==> src/verilog/rtc_alarm_pkg.sv <==
// Package for the calendar clock alarm, carry and interrupt block.
// Assumes an APB slave with 32-bit data and word-aligned registers.
`default_nettype none
package rtc_alarm_pkg;
  // ----------------------------------------------------------------
  // Register byte offsets
  // ----------------------------------------------------------------
  localparam logic [7:0] OFF_FLAG_CTRL   = 8'h00;
  localparam logic [7:0] OFF_PERIOD_CTRL = 8'h04;
  localparam logic [7:0] OFF_YEAR_CTRL   = 8'h08;
  localparam logic [7:0] OFF_SEC_ALARM   = 8'h0c;
  localparam logic [7:0] OFF_MIN_ALARM   = 8'h10;
  localparam logic [7:0] OFF_HR_ALARM    = 8'h14;
  localparam logic [7:0] OFF_WK_ALARM    = 8'h18;
  localparam logic [7:0] OFF_DAY_ALARM   = 8'h1c;
  localparam logic [7:0] OFF_MON_ALARM   = 8'h20;
  localparam logic [7:0] OFF_YR_ALARM    = 8'h24;
  // ----------------------------------------------------------------
  // Field positions
  // ----------------------------------------------------------------
  localparam int BIT_CARRY_FLAG  = 7;
  localparam int BIT_CARRY_IE    = 4;
  localparam int BIT_CARRY_READY = 3;
  localparam int BIT_ALARM_IE    = 3 - 3 + 1;
  localparam int BIT_ALARM_FLAG  = 0;
  localparam int BIT_PERIOD_FLAG = 7;
  localparam int BIT_FIELD_EN    = 7;
  localparam int BIT_YEAR_EN     = 7;
  localparam logic [2:0] PERIOD_OFF = 3'h0;
  localparam logic [7:0] PERIOD_CTRL_RESET = 8'h00;
  // Time counter snapshot carried as one bundle
  typedef struct packed {
    logic [15:0] year;
    logic [7:0]  mon;
    logic [7:0]  day;
    logic [7:0]  wk;
    logic [7:0]  hr;
    logic [7:0]  min;
    logic [7:0]  sec;
  } time_t;
endpackage
`default_nettype wire

==> src/verilog/rtc_alarm_carry_irq.sv <==
// Alarm compare, carry status and interrupt requests of a calendar clock.
// Assumes counters run elsewhere and report carries and periodic ticks as pulses.
`timescale 1ns/1ps
`default_nettype none
module rtc_alarm_carry_irq (
  input  wire logic                 pclk,
  input  wire logic                 presetn,
  input  wire logic                 psel,
  input  wire logic                 penable,
  input  wire logic                 pwrite,
  input  wire logic [7:0]           paddr,
  input  wire logic [31:0]          pwdata,
  output logic      [31:0]          prdata,
  output logic                      pready,
  output logic                      pslverr,
  input  wire rtc_alarm_pkg::time_t time_count,
  input  wire logic                 carry_event,
  input  wire logic                 carry_ready,
  input  wire logic                 period_tick,
  output logic                      counter_write,
  output logic                      alarm_irq_request,
  output logic                      periodic_irq_request,
  output logic                      carry_irq_request
);
  // ----------------------------------------------------------------
  // Register state
  // ----------------------------------------------------------------
  logic        carry_flag;
  logic        alarm_flag;
  logic        periodic_flag;
  logic        carry_irq_enable;
  logic        alarm_irq_enable;
  logic [2:0]  periodic_interval_select;
  logic [4:0]  period_other_reg;
  logic        year_alarm_enable;
  logic [7:0]  alarm_field_reg [6];
  logic [15:0] year_alarm_reg;
  logic        wr;
  logic        rd;
  logic        match;

  // Zero-wait slave: every access completes in its first access cycle
  assign pready = 1'b1;
  assign wr     = psel & penable & pwrite;
  assign rd     = psel & penable & ~pwrite;

  // One strobe per flag-holding control register keeps the flag clear terms short
  logic flag_ctrl_wr;
  logic period_ctrl_wr;
  assign flag_ctrl_wr   = wr & (paddr == rtc_alarm_pkg::OFF_FLAG_CTRL);
  assign period_ctrl_wr = wr & (paddr == rtc_alarm_pkg::OFF_PERIOD_CTRL);

  // Field compare: a disabled field counts as matching
  function automatic logic field_ok(input logic [7:0] alarm, input logic [7:0] count);
    field_ok = ~alarm[rtc_alarm_pkg::BIT_FIELD_EN] | (alarm[6:0] == count[6:0]);
  endfunction

  // Byte offset of alarm field idx; shared by the write and the read decode
  function automatic logic [7:0] alarm_offset(input int idx);
    alarm_offset = rtc_alarm_pkg::OFF_SEC_ALARM + 8'(4 * idx);
  endfunction

  // ----------------------------------------------------------------
  // Alarm compare
  // ----------------------------------------------------------------
  // Per-field results kept apart so a miss can be traced to its field
  logic [6:0] field_hit;
  logic       any_enabled;

  // A disabled field counts as matching; the year has its own enable
  always_comb begin
    field_hit[0] = field_ok(alarm_field_reg[0], time_count.sec);
    field_hit[1] = field_ok(alarm_field_reg[1], time_count.min);
    field_hit[2] = field_ok(alarm_field_reg[2], time_count.hr);
    field_hit[3] = field_ok(alarm_field_reg[3], time_count.wk);
    field_hit[4] = field_ok(alarm_field_reg[4], time_count.day);
    field_hit[5] = field_ok(alarm_field_reg[5], time_count.mon);
    field_hit[6] = ~year_alarm_enable | (year_alarm_reg == time_count.year);
  end

  // Needs at least one enabled field, or an empty alarm would fire forever
  always_comb begin
    any_enabled = year_alarm_enable;
    for (int i = 0; i < 6; i++)
      any_enabled = any_enabled | alarm_field_reg[i][rtc_alarm_pkg::BIT_FIELD_EN];
  end

  // Every field must agree in the same cycle
  assign match = (&field_hit) & any_enabled;

  // ----------------------------------------------------------------
  // Flags: hardware set wins over a software clear in the same cycle
  // ----------------------------------------------------------------
  // Alarm flag re-sets while the match holds, so a clear sticks only once time moves on
  always_ff @(posedge pclk or negedge presetn) begin
    if (!presetn) begin
      alarm_flag <= 1'b0;
    end else if (match) begin
      alarm_flag <= 1'b1;
    end else if (flag_ctrl_wr && !pwdata[rtc_alarm_pkg::BIT_ALARM_FLAG]) begin
      alarm_flag <= 1'b0;
    end
  end

  // A carry that meets a clear still sets the flag, so software sees the collision
  always_ff @(posedge pclk or negedge presetn) begin
    if (!presetn) begin
      carry_flag <= 1'b0;
    end else if (carry_event) begin
      carry_flag <= 1'b1;
    end else if (flag_ctrl_wr && !pwdata[rtc_alarm_pkg::BIT_CARRY_FLAG]) begin
      carry_flag <= 1'b0;
    end
  end

  // Periodic flag is set by every tick; the interval select only gates the request
  always_ff @(posedge pclk or negedge presetn) begin
    if (!presetn) begin
      periodic_flag <= 1'b0;
    end else if (period_tick) begin
      periodic_flag <= 1'b1;
    end else if (period_ctrl_wr && !pwdata[rtc_alarm_pkg::BIT_PERIOD_FLAG]) begin
      periodic_flag <= 1'b0;
    end
  end

  // ----------------------------------------------------------------
  // Control registers
  // ----------------------------------------------------------------
  always_ff @(posedge pclk or negedge presetn) begin
    if (!presetn) begin
      carry_irq_enable         <= 1'b0;
      alarm_irq_enable         <= 1'b0;
      periodic_interval_select <= rtc_alarm_pkg::PERIOD_CTRL_RESET[6:4];
      period_other_reg         <= rtc_alarm_pkg::PERIOD_CTRL_RESET[4:0];
      year_alarm_enable        <= 1'b0;
    end else if (wr) begin
      case (paddr)
        rtc_alarm_pkg::OFF_FLAG_CTRL: begin
          carry_irq_enable <= pwdata[rtc_alarm_pkg::BIT_CARRY_IE];
          alarm_irq_enable <= pwdata[rtc_alarm_pkg::BIT_ALARM_IE];
        end
        rtc_alarm_pkg::OFF_PERIOD_CTRL: begin
          periodic_interval_select <= pwdata[6:4];
          period_other_reg         <= pwdata[4:0];
        end
        rtc_alarm_pkg::OFF_YEAR_CTRL: year_alarm_enable <= pwdata[rtc_alarm_pkg::BIT_YEAR_EN];
        default: ;
      endcase
    end
  end

  // Alarm values; enables clear at reset so no alarm fires before setup
  always_ff @(posedge pclk or negedge presetn) begin
    if (!presetn) begin
      for (int i = 0; i < 6; i++)
        alarm_field_reg[i] <= 8'h00;
      year_alarm_reg <= 16'h0000;
    end else if (wr) begin
      for (int i = 0; i < 6; i++)
        if (paddr == alarm_offset(i))
          alarm_field_reg[i] <= pwdata[7:0];
      if (paddr == rtc_alarm_pkg::OFF_YR_ALARM)
        year_alarm_reg <= pwdata[15:0];
    end
  end

  // Counter write strobe is tied low at all times; the carry term has no effect on it
  assign counter_write = 1'b0 & ~carry_event;

  // ----------------------------------------------------------------
  // Read data and error answer
  // ----------------------------------------------------------------
  always_ff @(posedge pclk or negedge presetn) begin
    if (!presetn) begin
      prdata <= 32'h0000_0000;
    end else if (psel && !penable && !pwrite) begin
      prdata <= 32'h0000_0000;
      case (paddr)
        rtc_alarm_pkg::OFF_FLAG_CTRL:
          prdata[7:0] <= {carry_flag, 2'h0, carry_irq_enable, carry_ready, 1'b0, alarm_irq_enable, alarm_flag};
        rtc_alarm_pkg::OFF_PERIOD_CTRL:
          prdata[7:0] <= {periodic_flag, periodic_interval_select, period_other_reg[3:0]};
        rtc_alarm_pkg::OFF_YEAR_CTRL: prdata[7:0] <= {year_alarm_enable, 7'h00};
        rtc_alarm_pkg::OFF_YR_ALARM:  prdata[15:0] <= year_alarm_reg;
        default: begin
          for (int i = 0; i < 6; i++)
            if (paddr == alarm_offset(i))
              prdata[7:0] <= alarm_field_reg[i];
        end
      endcase
    end
  end

  // Unmapped or unaligned addresses answer with an error
  assign pslverr = psel & penable & ((paddr[1:0] != 2'h0) | (paddr > rtc_alarm_pkg::OFF_YR_ALARM));

  // ----------------------------------------------------------------
  // Interrupt requests, purely combinational so they drop with the clear
  // ----------------------------------------------------------------
  assign alarm_irq_request    = alarm_flag & alarm_irq_enable;
  assign periodic_irq_request = (periodic_interval_select != rtc_alarm_pkg::PERIOD_OFF)
                              & periodic_flag;
  assign carry_irq_request    = carry_flag & carry_irq_enable;

  logic unused;
  assign unused = rd | period_other_reg[4];
endmodule // rtc_alarm_carry_irq
`default_nettype wire

==> config.mk <==
export PLATFORM = sky130hd
export DESIGN_NAME = rtc_alarm_carry_irq
export DESIGN_NICKNAME = d
export VERILOG_FILES = /design/src/verilog/rtc_alarm_pkg.sv /design/src/verilog/rtc_alarm_carry_irq.sv
export SDC_FILE = /design/constraint.sdc
export NUM_CORES = 1
export LEC_CHECK = 0
export BUFFER_PORTS_ARGS = -buffer_cell sky130_fd_sc_hd__buf_2
export CAP_MARGIN = 10
export CORE_UTILIZATION = 48
export DETAILED_ROUTE_END_ITERATION = 12
export GPL_TIMING_DRIVEN = 0
export PLACE_DENSITY = 0.77
export SLEW_MARGIN = 10
export SYNTH_ARGS = -nofsm -noshare
export SYNTH_HDL_FRONTEND = slang
export SYNTH_SLANG_ARGS = --single-unit
==> constraint.sdc <==
create_clock -name pclk -period 1.6 [get_ports pclk]
set_clock_uncertainty 0.2 [all_clocks]
set_input_delay 0.08 -clock pclk [delete_from_list [all_inputs] [get_ports pclk]]
set_output_delay 0.08 -clock pclk [all_outputs]
set_load 0.005 [all_outputs]
==> results.cfg <==
[cts]
holdBufCountCts = 22
clock_latency_ps = 380
clk_pin_slew_ps = 90
clock_path_buffers = 2
cts.sinks = 93
cts_buffers = 9
tritoncts = done
h-tree-depth = 3
root_buffer = clkbuf_8

[power_and_ir_drop]
switching_share_pct = 26.0
vdd_ir_drop_max_mv = 0.594
seq_power_share_pct = 49.3
p_per_area_nw_per_um2 = 731
p_leak_uw = 0.00328
p_int_uw = 3680
power.switching_uw = 1300
p_comb_share_pct = 14.2
p_clk_share_pct = 36.4

[worst_setup_path]
arrival_ps = 1820
path_class = flip-flop to flip-flop
worst_setup_path_end_kind = flip-flop
cp.required_ps = 1660
rrSetupSlack_ps = -160
cp_max_fo = 4
crit_start = alarm_field_reg[15]
r2r_cells = 5
reg2reg_to = alarm_flag
endpoint = alarm_flag
reg2reg_from = alarm_field_reg[15]
worstSetupStartpointType = flip-flop

[timing]
finalCritPeriodShare_pct = 110
fmax_ghz = 0.569
tightest_slew_ps = 683
timing.final.ws_setup_ps = -158
holdWs_ps = -54.5
slew_headroom_pct = 54.5
setup_violations = 1
finalSetupTns_ps = -158
hold_viol = 3
layout_min_cycle_time_ps = 1760
slew_violations = 0
rsz0062_at_grt = yes

[synth]
yosysSeqAreaShare_pct = 44.0
synth_top_area_cell = dfrtp_1
synthTopCellsByArea = dfrtp_1 (44%), mux2_2 (14%), xnor2_1 (7.1%), buf_4 (3.0%), mux2_4 (2.8%)
ys_ff_latch = 93
syn_avg_cell_area_um2 = 11.5
synth_warnings = 0
synth_edf_count = 0
synthCells = 462
synth_top_flop_cell = dfrtp_1
yosysTopAreaCellShare_pct = 44.0
async_reset_ff_share_pct = 100
syn_area_um2 = 5300
synth_cell_types = 58

[global_routing]
grt_pass1_wl_um = 23200
grt_usage_pct = 27.1
grt_max_degree = 53
grt_antenna_before_repair = 0
gr-total-overflow = 0
grt_pass1_vias = 4350

[final_layout]
mostFrequentLayoutCells = buf_2 (110), dfrtp_1 (93), mux2_2 (57), xnor2_1 (42), buf_4 (34)
n_antenna_cell = 0
nets = 741
final_common_cell = buf_2
final_core_util_pct = 64.8
drive_gt1_share_pct = 42.7
syn_to_final_growth_pct = 28.5
stdcell_area_um2 = 6810
largest_reg_flops = 48

[drt]
drt-initial-drc-count = 292
drc = 0
post_drt_wl_per_cell_um = 19.5
drtPass1Iterations = 5
ant_nets = 0
wl_um = 15000
via_per_inst = 5.79
vias = 4457

[placement]
placed_area_um2 = 6130
portBuffers = 104
dp_hpwl_um = 10900
gp_congestion = 0.931
dp_slack_ps = -609

[run]
drv_cap = 0

[floorplanning]
fp.dieH_um = 107
die_w_um = 107
num_io_pins = 150
coreArea_um2 = 10500
rows = 37
start_util_pct = 50.4
die-area_um2 = 11500

[status]
violations = negative hold slack, negative setup slack
outcome = complete, but fails checks

[hold_path]
hp-class = primary input to flip-flop
==> worst min path at each step <==
stage | start | end | slack (ps) | cells past startpoint
2_1_floorplan | presetn | alarm_field_reg[0] | -420 | 0
3_3_place_gp | period_tick | periodic_flag | 60 | 2
3_5_place_dp | presetn | year_alarm_reg[12] | -90 | 1
4_1_cts | paddr[1] | year_alarm_enable | -70 | 4
5_1_grt | paddr[1] | year_alarm_enable | -40 | 4
6_report | paddr[1] | year_alarm_enable | -50 | 4
==> power by group through the flow <==
| stage | clock network [µW] | registers, µW | logic, µW |
|---|---|---|---|
| floorplan | 0 | 2490 | 309 |
| global placement | 0 | 2500 | 608 |
| detailed placement | 0 | 2500 | 627 |
| CTS | 1840 | 2460 | 677 |
| global route | 1930 | 2460 | 770 |
| finish | 1810 | 2460 | 709 |
==> cells by family after synthesis <==
logic type	count (synthesis)	share of synthesized area, %
muxes	81	17.8
xor gates and xnor gates	58	9.59
AOI/OAI and AO/OA	91	11.8
and+or+nand+nor	97	12.0
buffers and inverters	40	4.82
DFF	93	44.0
other	2	0.142
==> through the flow <==
step / hold WS (ps) / total power (µW) / instances
CTS: -69.0 / 4970 / 760
global route: -41.5 / 5160 / 770
floorplan: -416 / 2800 / 478
detailed placement: -91.2 / 3130 / 719
finish: -54.5 / 4980 / 770
global placement: 62.3 / 3110 / 718
==> area by class of cell <==
type / count / area (µm²)
Timing Repair Buffer: 140 / 868
Sequential cell: 93 / 2330
Clock inverter: 6 / 91.3
Tap cell: 136 / 170
Clock buffer: 10 / 138
Multi-Input combinational cell: 345 / 2930
Buffer: 37 / 274
Inverter: 3 / 11.3
Fill cell: 840 / 3700
==> synth_stat cells (all sizes together) (4+ instances only) <==
cell / count
a211oi: 6
a21oi: 16
a22o: 8
a22oi: 4
and2: 6
and3: 4
buf: 32
clkbuf: 5
dfrtp: 93
mux2: 74
mux2i: 7
nand2: 12
nand2b: 12
nand3: 22
nand4: 12
nor2: 11
nor3: 4
o211ai: 4
o21ai: 20
o221ai: 4
o2bb2ai: 7
o41ai: 6
xnor2: 43
xor2: 15
==> metal layers <==
| metal | track usage, % | routed length (µm) |
|---|---|---|
| met1 | 36.7 | 6490 |
| met2 | 43.8 | 7060 |
| met3 | 4.68 | 1080 |
| met4 | 9.39 | 374 |
| met5 | 0 | 0 |
==> worst max-delay path, cell delays in order (launching register included) <==
cell and delay, ps:
dfrtp_1 440, or4_4 550, nor3_4 140, o22ai_1 120
nand4_1 120, o21ai_1 80
==> what timing repair did <==
item	CTS	global route
endpoints found under the setup margin	34	34
gates resized for setup	5	26
pin swaps	1	12
endpoints found under the hold margin	166	2
cloned	0	0
setup buffers	3	10
Note: power is estimated with default switching activity, not from simulation.
